**src/logic/motor_status_pkg.sv**
```systemverilog
package motor_status_pkg;

	// ************************************************************
	// Register offsets
	// ************************************************************
	localparam int ADDR_W = 8;
	localparam int DATA_W = 8;
	localparam int TALLY_W = 16;
	localparam logic [ADDR_W-1:0] OFS_FAULT_SUMMARY = 8'h00;
	localparam logic [ADDR_W-1:0] OFS_SPEED = 8'h01;
	localparam logic [ADDR_W-1:0] OFS_TALLY_LOW = 8'h02;
	localparam logic [ADDR_W-1:0] OFS_TALLY_HIGH = 8'h03;
	localparam logic [ADDR_W-1:0] OFS_VOLTAGE = 8'h04;
	localparam logic [ADDR_W-1:0] OFS_CURRENT = 8'h05;

	// ************************************************************
	// Field positions and values
	// ************************************************************
	localparam int BIT_SUMMARY = 7;
	localparam int BIT_RSVD = 6;
	localparam int BIT_STALL = 5;
	localparam int BIT_OVERCURRENT = 4;
	localparam int BIT_OVERVOLTAGE = 3;
	localparam int BIT_THERMAL = 2;
	localparam int BIT_POWER_ON = 1;
	localparam int BIT_COUNT_DONE = 0;
	localparam int TALLY_LOW_LSB = 0;
	localparam int TALLY_HIGH_LSB = 8;
	localparam logic [DATA_W-1:0] STATUS_RESET = 8'h00;
	localparam logic [DATA_W-1:0] UNMAPPED_READ = 8'h00;
	localparam logic [TALLY_W-1:0] TALLY_ZERO = 16'h0000;
	localparam logic [TALLY_W-1:0] TALLY_MAX = 16'hFFFF;
	localparam logic [TALLY_W-1:0] TALLY_ONE = 16'h0001;
	localparam logic [DATA_W-1:0] VOLT_CODE_11V = 8'hB0;
	localparam logic [DATA_W-1:0] CURR_CODE_FULL = 8'hC0;
	localparam int SYNC_IN_W = 5;

	// ************************************************************
	// Carriers
	// ************************************************************
	typedef struct packed {
		logic stall;
		logic overcurrent;
		logic overvoltage;
		logic thermal;
	} fault_det_t;

	typedef struct packed {
		logic [DATA_W-1:0] speed;
		logic [DATA_W-1:0] terminal_voltage_code;
		logic [DATA_W-1:0] motor_current_code;
	} readings_t;

	typedef struct packed {
		logic stall_flag;
		logic overcurrent_flag;
		logic overvoltage_flag;
		logic thermal_shutdown_flag;
		logic power_on_indicator;
		logic count_reached_flag;
		logic [TALLY_W-1:0] ripple_tally;
		readings_t readings;
		logic clear_faults_bit;
		logic clear_tally_bit;
		logic [DATA_W-1:0] rd_data;
		logic rd_valid;
		logic pin_drive;
	} status_state_t;

endpackage

```
**src/logic/in_sync3.sv**
```systemverilog
module in_sync3 #(
	parameter int WIDTH = 1
) (
	// Clock and reset
	input wire logic sys_clk,
	input wire logic reset_n,
	// Asynchronous levels in, filtered levels out
	input wire logic [WIDTH-1:0] async_in,
	output logic [WIDTH-1:0] sync_out
);

	// ************************************************************
	// Three stage synchroniser with agreement filter
	// ************************************************************
	typedef struct packed {
		logic [WIDTH-1:0] s1;
		logic [WIDTH-1:0] s2;
		logic [WIDTH-1:0] s3;
		logic [WIDTH-1:0] q;
	} sync_state_t;

	sync_state_t st_r;
	sync_state_t st_nxt;

	always_comb begin
		st_nxt = st_r;
		st_nxt.s1 = async_in;
		st_nxt.s2 = st_r.s1;
		st_nxt.s3 = st_r.s2;
		for (int i = 0; i < WIDTH; i++) begin
			if (st_r.s2[i] == st_r.s3[i]) begin
				st_nxt.q[i] = st_r.s3[i];
			end
		end
	end

	always_ff @(posedge sys_clk) begin
		if (!reset_n) begin
			st_r <= '0;
		end else begin
			st_r <= st_nxt;
		end
	end

	assign sync_out = st_r.q;

endmodule

```
**src/logic/motor_driver_status_bank.sv**
```systemverilog
// Functional notes
// - Summary bit high while any fault active.
// - Fault pin pulled low while summary set.
// - Stall bit set on detected motor stall.
// - Overcurrent bit set on overcurrent event.
// - Overvoltage bit set on overvoltage event.
// - Thermal bit set on thermal shutdown event.
// - Power-on indicator low from reset until clear.
// - Power-on indicator latches high on fault clear.
// - Count-done latches when tally exceeds threshold.
// - Count-done cleared only by clear-count command.
// - Speed estimate readable as eight-bit value.
// - Sixteen-bit tally, low byte at offset 2.
// - Tally high byte at offset 3.
// - Terminal voltage code, B0h equals eleven volts.
// - Current code, C0h equals selected full scale.
// - Status registers read-only, zero after reset.
// - Clear-fault bit clears latches, self-clears.
// - Clear-count zeroes tally, flag, self-clears.
module motor_driver_status_bank #(
	parameter int TALLY_W = motor_status_pkg::TALLY_W
) (
	// Clock and reset
	input wire logic sys_clk,
	input wire logic reset_n,
	// Fault detector levels from the analog protection circuits
	input wire motor_status_pkg::fault_det_t fault_det,
	// Ripple counting logic on the same clock
	input wire logic ripple_pulse,
	input wire logic [TALLY_W-1:0] count_threshold,
	// Measurement codes on the same clock
	input wire motor_status_pkg::readings_t readings_in,
	// Control bit writes from the host interface
	input wire logic clear_faults_cmd,
	input wire logic clear_tally_cmd,
	// Register read port from the host interface
	input wire logic rd_req,
	input wire logic [motor_status_pkg::ADDR_W-1:0] rd_addr,
	output logic [motor_status_pkg::DATA_W-1:0] rd_data,
	output logic rd_valid,
	// Control bit readback
	output logic clear_faults_bit,
	output logic clear_tally_bit,
	// Open drain fault pin
	input wire logic fault_out_pin_n_i,
	output logic fault_out_pin_n_o,
	output logic fault_out_pin_n_oe,
	output logic fault_pin_low_seen,
	// Direct status view
	output logic [motor_status_pkg::DATA_W-1:0] fault_summary_status,
	output logic [TALLY_W-1:0] ripple_tally
);

	// ************************************************************
	// Fault byte assembly
	// ************************************************************
	// Summary of the reported fault flags, shared by the byte and the pin.
	function automatic logic summary_of(
		input motor_status_pkg::status_state_t s
	);
		return s.stall_flag | s.overcurrent_flag | s.overvoltage_flag
			| s.thermal_shutdown_flag;
	endfunction

	// Builds the fault status byte from the latched flags of one state copy.
	function automatic logic [motor_status_pkg::DATA_W-1:0] fault_byte(
		input motor_status_pkg::status_state_t s
	);
		logic [motor_status_pkg::DATA_W-1:0] b;
		b = motor_status_pkg::STATUS_RESET;
		b[motor_status_pkg::BIT_SUMMARY] = summary_of(s);
		b[motor_status_pkg::BIT_RSVD] = 1'b0;
		b[motor_status_pkg::BIT_STALL] = s.stall_flag;
		b[motor_status_pkg::BIT_OVERCURRENT] = s.overcurrent_flag;
		b[motor_status_pkg::BIT_OVERVOLTAGE] = s.overvoltage_flag;
		b[motor_status_pkg::BIT_THERMAL] = s.thermal_shutdown_flag;
		b[motor_status_pkg::BIT_POWER_ON] = s.power_on_indicator;
		b[motor_status_pkg::BIT_COUNT_DONE] = s.count_reached_flag;
		return b;
	endfunction

	// ************************************************************
	// Latch and counter helpers
	// ************************************************************
	// A set request wins over a clear in the same cycle.
	function automatic logic latch_flag(
		input logic cur,
		input logic set,
		input logic clr
	);
		return set | (cur & ~clr);
	endfunction

	function automatic logic [TALLY_W-1:0] tally_step(
		input logic [TALLY_W-1:0] cur
	);
		logic [TALLY_W-1:0] r;
		r = cur;
		if (cur != TALLY_W'(motor_status_pkg::TALLY_MAX)) begin
			r = cur + TALLY_W'(motor_status_pkg::TALLY_ONE);
		end
		return r;
	endfunction

	// Reports whether a tally has passed the programmed threshold.
	function automatic logic count_exceeds(
		input logic [TALLY_W-1:0] tally,
		input logic [TALLY_W-1:0] limit
	);
		return tally > limit;
	endfunction

	// Picks one byte of the ripple tally.
	function automatic logic [motor_status_pkg::DATA_W-1:0] tally_byte(
		input logic [TALLY_W-1:0] tally,
		input int lsb
	);
		return tally[lsb +: motor_status_pkg::DATA_W];
	endfunction

	// ************************************************************
	// Read decode
	// ************************************************************
	// Selects the byte at one offset, unmapped offsets read as zero.
	function automatic logic [motor_status_pkg::DATA_W-1:0] read_word(
		input motor_status_pkg::status_state_t s,
		input logic [motor_status_pkg::ADDR_W-1:0] addr
	);
		logic [motor_status_pkg::DATA_W-1:0] w;
		w = motor_status_pkg::UNMAPPED_READ;
		unique case (addr)
			motor_status_pkg::OFS_FAULT_SUMMARY: begin
				w = fault_byte(s);
			end
			motor_status_pkg::OFS_SPEED: begin
				w = s.readings.speed;
			end
			motor_status_pkg::OFS_TALLY_LOW: begin
				w = tally_byte(s.ripple_tally, motor_status_pkg::TALLY_LOW_LSB);
			end
			motor_status_pkg::OFS_TALLY_HIGH: begin
				w = tally_byte(s.ripple_tally, motor_status_pkg::TALLY_HIGH_LSB);
			end
			motor_status_pkg::OFS_VOLTAGE: begin
				w = s.readings.terminal_voltage_code;
			end
			motor_status_pkg::OFS_CURRENT: begin
				w = s.readings.motor_current_code;
			end
			default: begin
				w = motor_status_pkg::UNMAPPED_READ;
			end
		endcase
		return w;
	endfunction

	// ************************************************************
	// Input synchronisation
	// ************************************************************
	logic [motor_status_pkg::SYNC_IN_W-1:0] raw_in;
	logic [motor_status_pkg::SYNC_IN_W-1:0] sync_in;
	motor_status_pkg::fault_det_t det_s;
	logic pin_low_s;

	// Fault levels and the pin readback share one synchroniser.
	logic pin_low_raw;
	assign pin_low_raw = ~fault_out_pin_n_i;
	assign raw_in = {fault_det, pin_low_raw};

	in_sync3 #(
		.WIDTH(motor_status_pkg::SYNC_IN_W)
	) u_sync (
		.sys_clk(sys_clk),
		.reset_n(reset_n),
		.async_in(raw_in),
		.sync_out(sync_in)
	);

	assign det_s = sync_in[motor_status_pkg::SYNC_IN_W-1:1];
	assign pin_low_s = sync_in[0];

	// ************************************************************
	// State
	// ************************************************************
	motor_status_pkg::status_state_t st_r;
	motor_status_pkg::status_state_t st_nxt;
	// Working values of the next-state logic.
	logic [TALLY_W-1:0] tally_next;
	logic count_over;
	logic do_clear_faults;
	logic do_clear_tally;

	// ************************************************************
	// Control strobes
	// ************************************************************
	// The control bits act one cycle after the host strobe.
	assign do_clear_faults = st_r.clear_faults_bit;
	assign do_clear_tally = st_r.clear_tally_bit;

	always_comb begin
		st_nxt = st_r;
		tally_next = st_r.ripple_tally;
		count_over = 1'b0;

		// ************************************************************
		// Control bits
		// ************************************************************
		// Self-clearing control bits act for one cycle, then return to zero.
		st_nxt.clear_faults_bit = clear_faults_cmd;
		st_nxt.clear_tally_bit = clear_tally_cmd;

		// ************************************************************
		// Fault latches
		// ************************************************************
		// Latched faults, a new detection wins over a clear in the same cycle.
		st_nxt.stall_flag = latch_flag(st_r.stall_flag, det_s.stall,
			do_clear_faults);
		st_nxt.overcurrent_flag = latch_flag(st_r.overcurrent_flag,
			det_s.overcurrent, do_clear_faults);
		st_nxt.overvoltage_flag = latch_flag(st_r.overvoltage_flag,
			det_s.overvoltage, do_clear_faults);
		st_nxt.thermal_shutdown_flag = latch_flag(st_r.thermal_shutdown_flag,
			det_s.thermal, do_clear_faults);

		// Power-on indicator stays low until the first clear, then holds high.
		if (do_clear_faults) begin
			st_nxt.power_on_indicator = 1'b1;
		end

		// ************************************************************
		// Ripple tally
		// ************************************************************
		// Ripple tally, saturating, zeroed by the clear-count command.
		if (do_clear_tally) begin
			tally_next = TALLY_W'(motor_status_pkg::TALLY_ZERO);
		end else if (ripple_pulse) begin
			tally_next = tally_step(st_r.ripple_tally);
		end
		st_nxt.ripple_tally = tally_next;

		// Count-done: set wins over clear, only clear-count removes it.
		count_over = count_exceeds(tally_next, count_threshold);
		st_nxt.count_reached_flag = latch_flag(st_r.count_reached_flag,
			count_over, do_clear_tally);

		// ************************************************************
		// Measurements
		// ************************************************************
		// Measurement codes pass straight through into read-only registers.
		st_nxt.readings = readings_in;

		// ************************************************************
		// Fault pin
		// ************************************************************
		// Fault pin follows the summary bit.
		st_nxt.pin_drive = summary_of(st_nxt);

		// ************************************************************
		// Read port
		// ************************************************************
		// One cycle latency, data holds until the next read.
		st_nxt.rd_valid = rd_req;
		if (rd_req) begin
			st_nxt.rd_data = read_word(st_r, rd_addr);
		end
	end

	// ************************************************************
	// Registers
	// ************************************************************
	// Reset clears every register, so each status byte reads zero.
	always_ff @(posedge sys_clk) begin
		if (!reset_n) begin
			st_r <= '0;
		end else begin
			st_r <= st_nxt;
		end
	end

	// ************************************************************
	// Read port outputs
	// ************************************************************
	assign rd_data = st_r.rd_data;
	assign rd_valid = st_r.rd_valid;

	// ************************************************************
	// Control bit readback
	// ************************************************************
	assign clear_faults_bit = st_r.clear_faults_bit;
	assign clear_tally_bit = st_r.clear_tally_bit;

	// ************************************************************
	// Fault pin
	// ************************************************************
	// The pin is only ever pulled low, the pull-up gives the released level.
	assign fault_out_pin_n_o = 1'b0;
	assign fault_out_pin_n_oe = st_r.pin_drive;
	assign fault_pin_low_seen = pin_low_s;

	// ************************************************************
	// Status view
	// ************************************************************
	assign fault_summary_status = fault_byte(st_r);
	assign ripple_tally = st_r.ripple_tally;

endmodule

```
**config.mk**
```make
export PLATFORM = sky130hd
export DESIGN_NAME = motor_driver_status_bank
export DESIGN_NICKNAME = d
export VERILOG_FILES = /design/src/logic/motor_status_pkg.sv /design/src/logic/in_sync3.sv /design/src/logic/motor_driver_status_bank.sv
export SDC_FILE = /design/constraint.sdc
export NUM_CORES = 1
export LEC_CHECK = 0
export BUFFER_PORTS_ARGS = -buffer_cell sky130_fd_sc_hd__buf_2
export CORE_MARGIN = 2
export CORE_UTILIZATION = 53
export CTS_BUF_LIST = sky130_fd_sc_hd__clkbuf_16
export DETAILED_ROUTE_END_ITERATION = 10
export HOLD_SLACK_MARGIN = 0.12
export PLACE_DENSITY = 0.86
export SLEW_MARGIN = 10
export SYNTH_ARGS = -nofsm -noshare
export SYNTH_HDL_FRONTEND = slang
export SYNTH_SLANG_ARGS = --single-unit
```
**constraint.sdc**
```tcl
create_clock -name sys_clk -period 3.78 [get_ports sys_clk]
set_clock_uncertainty 0.05 [all_clocks]
set_input_delay 0.756 -clock sys_clk [delete_from_list [all_inputs] [get_ports sys_clk]]
set_output_delay 0.756 -clock sys_clk [all_outputs]
set_load 0.01 [all_outputs]
```
==> results by stage <==
Worst hold path:
- The hold path startpoint is u_sync.st_nxt[12]$_SDFF_PN0_.
- The type of the most critical hold path is flop to flop.
- Counting instances, the worst hold path has a depth of 1.

Synth:
- The sequential fraction of the synthesis area is 41.1%.
- The summed instance area of the synthesized netlist is 3800 sq um.
- Each instance of the synthesized netlist takes up on average 9.19 sq um.
- Yosys printed 0 warnings.
- The primary flip-flop cell chosen by synthesis mapping is sky130_fd_sc_hd__dfxtp_1.
- In this run, synthesis inferred 0 flip-flops with an integrated enable.
- After synthesis the netlist holds a flip-flop and latch count of 78.
- The synthesized instance count is 414.
- Yosys mapped the design onto 50 distinct sky130hd cell types.
- After synthesis, the share of flip-flops with an asynchronous set or reset is 0%.

Global route:
- Summed over all layers, the global routing overflow is 0.
- Entering global routing, the biggest net connects 57 pins.
- The initial antenna violation count was 0.
- The number of global-route vias before repair was 2831.
- The total global routing track utilization is 21.9%.
- The first global-routing pass estimated 13000 um of wire.

Critical path:
- The cell family contributing the most delay on the critical path is compound AO/OA/AOI/OAI gates.
- The number of buffers and inverters on the critical path is 1.
- The maximum fanout count along the critical path is 15.
- The start of the worst register-to-register path is ripple_tally[0]$_SDFF_PN0_.
- The critical path capture point type is a flop.
- The master of the slowest instance on the critical path is sky130_fd_sc_hd__dfxtp_1.
- The beginning of the critical path is ripple_tally[0]$_SDFF_PN0_.
- Counting buffers and inverters, the worst setup path is 11 cells deep.
- At the worst endpoint, the arrival time is 3.36 ns.
- The critical path goes through ha_1 -> nand4_1 -> o41ai_2 -> buf_4 -> mux2i_1 -> nor2_1 -> ha_1 -> nor2b_1 -> o211ai_1 -> a21boi_0 -> o31a_1.
- The worst reg-to-reg setup slack is 0.58 ns.
- Counting cells, the worst reg-to-reg path comes to 11.
- At the worst endpoint, the required time is 3.95 ns.
- The highest cell delay on the worst timing path is 0.46 ns.
- The critical path class is flop to flop.
- The type of origin of the critical path is a flop.
- Counting stages on the worst path, the most repeated cell is sky130_fd_sc_hd__ha_1.

Placement:
- In this run the tool buffered the top-level ports with 94 buffer cells.
- The routability congestion estimate is 0.860.
- After legalization and detailed placement, the total HPWL measured 6050 um.
- Prior to clock tree synthesis, the placed netlist has a worst setup slack of 0.551 ns.

Route:
- Once detail routing completed, the nets flagged for antenna violations numbered 0.
- After detailed routing, the number of remaining DRC violations is 0.
- The final wirelength is 8360 um.
- The first detailed-routing pass took 4 iterations.
- The starting DRC count in detailed routing is 235.
- In the final routed layout, each cell accounts on average for 14.7 um.
- Detailed routing inserted a total of 3086 vias.
- The routed via count divided by cell count is 5.41.

Flow run:
- The number of max-capacitance violations reported is 0.

CTS:
- The deepest level of the CTS H-tree is 3.
- Clock tree synthesis found a total of 78 sinks.
- Clock tree synthesis selected as its root buffer the cell sky130_fd_sc_hd__clkbuf_16.
- The largest buffer count on any clock path is 2.
- The buffer count from post-CTS setup fixing is 0.
- TritonCTS built the clock tree.
- The number of buffers created by CTS is 9.
- After clock tree synthesis, the clock-pin slew on the worst setup and hold paths is 0.06 ns.
- Buffers inserted to repair hold after CTS numbered 0.
- The clock reaches the later pin of the worst-skew pair after 0.33 ns.
- The post-cts sizing count is 0.

STA:
- The minimum clock period is 3.20 ns.
- Dividing the final minimum period by the clock period gives 84.6%.
- The final count of negative-setup-slack endpoints is 0.
- For the final routed database, the setup TNS stands at 0 ns.
- Setup repair after global routing left no endpoint under its margin.
- The number of failing hold endpoints at the final stage was 0.
- The highest clock rate is 313 MHz.
- The final count of pins violating max slew is 0.
- The tightest hold margin is 0.386 ns.
- At the pin with the least slew margin, the transition time is 0.650 ns.
- The relative slew slack is 56.6%.
- Setup slack closes at 0.584 ns.

Die:
- In this run the horizontal extent of the chip is 88.7 um.
- The floorplan step defined a die boundary enclosing 7870 sq um.
- The number of top-level pins is 97.
- The die is 88.7 um tall.
- The floorplan has 30 rows.
- The floorplan core area is 6870 sq um.
- The effective utilization at floorplan is 55.4%.

Cells and area:
- The commonest non-fill, non-tap cell in the layout is sky130_fd_sc_hd__buf_2.
- The library cells used most frequently in the layout, excluding fill and tap cells, are sky130_fd_sc_hd__buf_2 (94), sky130_fd_sc_hd__dfxtp_1 (78), sky130_fd_sc_hd__and2_1 (41).
- The area growth from synthesis to layout is 14.3%.
- The filler cells instantiated in the layout total 569.
- The sequential cell area is 1560 sq um.
- The multi-input combinational cells in the finished layout cover a total of 1860 sq um.
- The share of final-layout standard cells stronger than drive strength 1 is 24.5%.
- The number of diodes is 0.
- After the last flow step, the layout net total stands at 546.

Power and ir drop:
- For this design the static power due to leakage is 1.99 nW.
- VDD sags by at most 0.342 mV.
- The total power is 1.73 mW.
- Power spread over the standard cell area amounts to 398 nW/um^2.

Run status:
- The run finished with clean final reports.
==> cell usage after synthesis (2+ instances only) <==
cell type	count	area [sq um]
sky130_fd_sc_hd__nor2b_1	10	62.6
sky130_fd_sc_hd__buf_1	4	15.0
sky130_fd_sc_hd__xnor2_1	3	26.3
sky130_fd_sc_hd__a2bb2oi_1	5	43.8
sky130_fd_sc_hd__buf_2	2	10.0
sky130_fd_sc_hd__nor3_1	5	25.0
sky130_fd_sc_hd__ha_1	17	213
sky130_fd_sc_hd__and3b_1	3	26.3
sky130_fd_sc_hd__nor2_1	22	82.6
sky130_fd_sc_hd__nor4_1	3	18.8
sky130_fd_sc_hd__a22o_1	8	70.1
sky130_fd_sc_hd__o21ai_0	9	45.0
sky130_fd_sc_hd__and2_1	41	257
sky130_fd_sc_hd__o31ai_1	3	22.5
sky130_fd_sc_hd__mux2_2	2	22.5
sky130_fd_sc_hd__or4_1	8	60.1
sky130_fd_sc_hd__o21a_1	5	37.5
sky130_fd_sc_hd__or3_1	3	18.8
sky130_fd_sc_hd__o221ai_1	7	61.3
sky130_fd_sc_hd__and3_1	2	12.5
sky130_fd_sc_hd__and4_1	4	35.0
sky130_fd_sc_hd__a21oi_1	15	75.1
sky130_fd_sc_hd__inv_1	17	63.8
sky130_fd_sc_hd__a21boi_0	8	60.1
sky130_fd_sc_hd__o211ai_1	2	15.0
sky130_fd_sc_hd__nand3_1	4	20.0
sky130_fd_sc_hd__nand2_1	23	86.3
sky130_fd_sc_hd__mux2i_1	18	180
sky130_fd_sc_hd__clkbuf_1	13	48.8
sky130_fd_sc_hd__o21ai_1	4	20.0
sky130_fd_sc_hd__o31a_1	2	17.5
sky130_fd_sc_hd__buf_4	33	248
sky130_fd_sc_hd__a31oi_1	2	12.5
sky130_fd_sc_hd__nand2b_1	5	31.3
sky130_fd_sc_hd__a211oi_1	3	22.5
sky130_fd_sc_hd__dfxtp_1	78	1560
sky130_fd_sc_hd__nand4_1	8	50.1
==> logic make-up after synthesis <==
family | share of synthesized area (%)
adders and majority gates | 5.59
xor gates and xnor gates | 0.921
other | 0.0986
buffers and inverters | 10.1
DFF | 41.1
AOI/OAI and AO/OA | 14.7
and+or+nand+nor | 21.6
muxes | 5.92
==> state kept, by name, summed over array words and instances (netlist names) <==
signal                count
st_r                     24
ripple_tally             16
u_sync.st_nxt            10
rd_data                   8
fault_summary_status      6
u_sync.st_r               5
u_sync.sync_out           5
clear_faults_bit          1
clear_tally_bit           1
fault_out_pin_n_oe        1
rd_valid                  1
==> power breakdown <==
part,total [mW],internal (mW),switching [mW],leakage [nW]
Sequential,0.861,0.847,0.0136,0.639
Clock,0.745,0.433,0.312,0.134
Combinational,0.127,0.0638,0.0634,1.22
Total,1.73,1.34,0.389,1.99
==> path summary, 6_finish.rpt <==
kind,to
hold reg to reg,u_sync.st_nxt[7]$_SDFF_PN0_
hold / removal,u_sync.st_nxt[7]$_SDFF_PN0_
setup reg to reg,fault_summary_status[0]$_SDFF_PN0_
setup / recovery,fault_summary_status[0]$_SDFF_PN0_
==> final cells by class <==
cell class	count	share of cell area [%]
repair buffers	96	11.2
well taps	96	2.76
flip-flops and latches	78	35.9
clock inverters	6	0.719
inverters	17	1.47
clock buffers	9	5.18
multi-input cells	268	42.8
==> through the flow <==
stage / instance area [sq um] / instances / utilization, %
final: 4350 / 570 / 63.3
after global routing: 4350 / 570 / 63.3
after CTS: 4350 / 570 / 63.3
after detailed placement: 4090 / 555 / 59.6
after global placement: 4090 / 555 / 59.6
after floorplan: 3810 / 415 / -
==> layer usage <==
layer | GRT usage (%) | part of all wire [%] | vias to the layer above
li1 | - | - | 1530
met1 | 26.4 | 42 | 1411
met2 | 35.5 | 47 | 129
met3 | 7.84 | 8.7 | 16
met4 | 8.68 | 1.7 | 0
met5 | 0 | 0 | -
No activity file was read; power rests on OpenSTA's default activity.
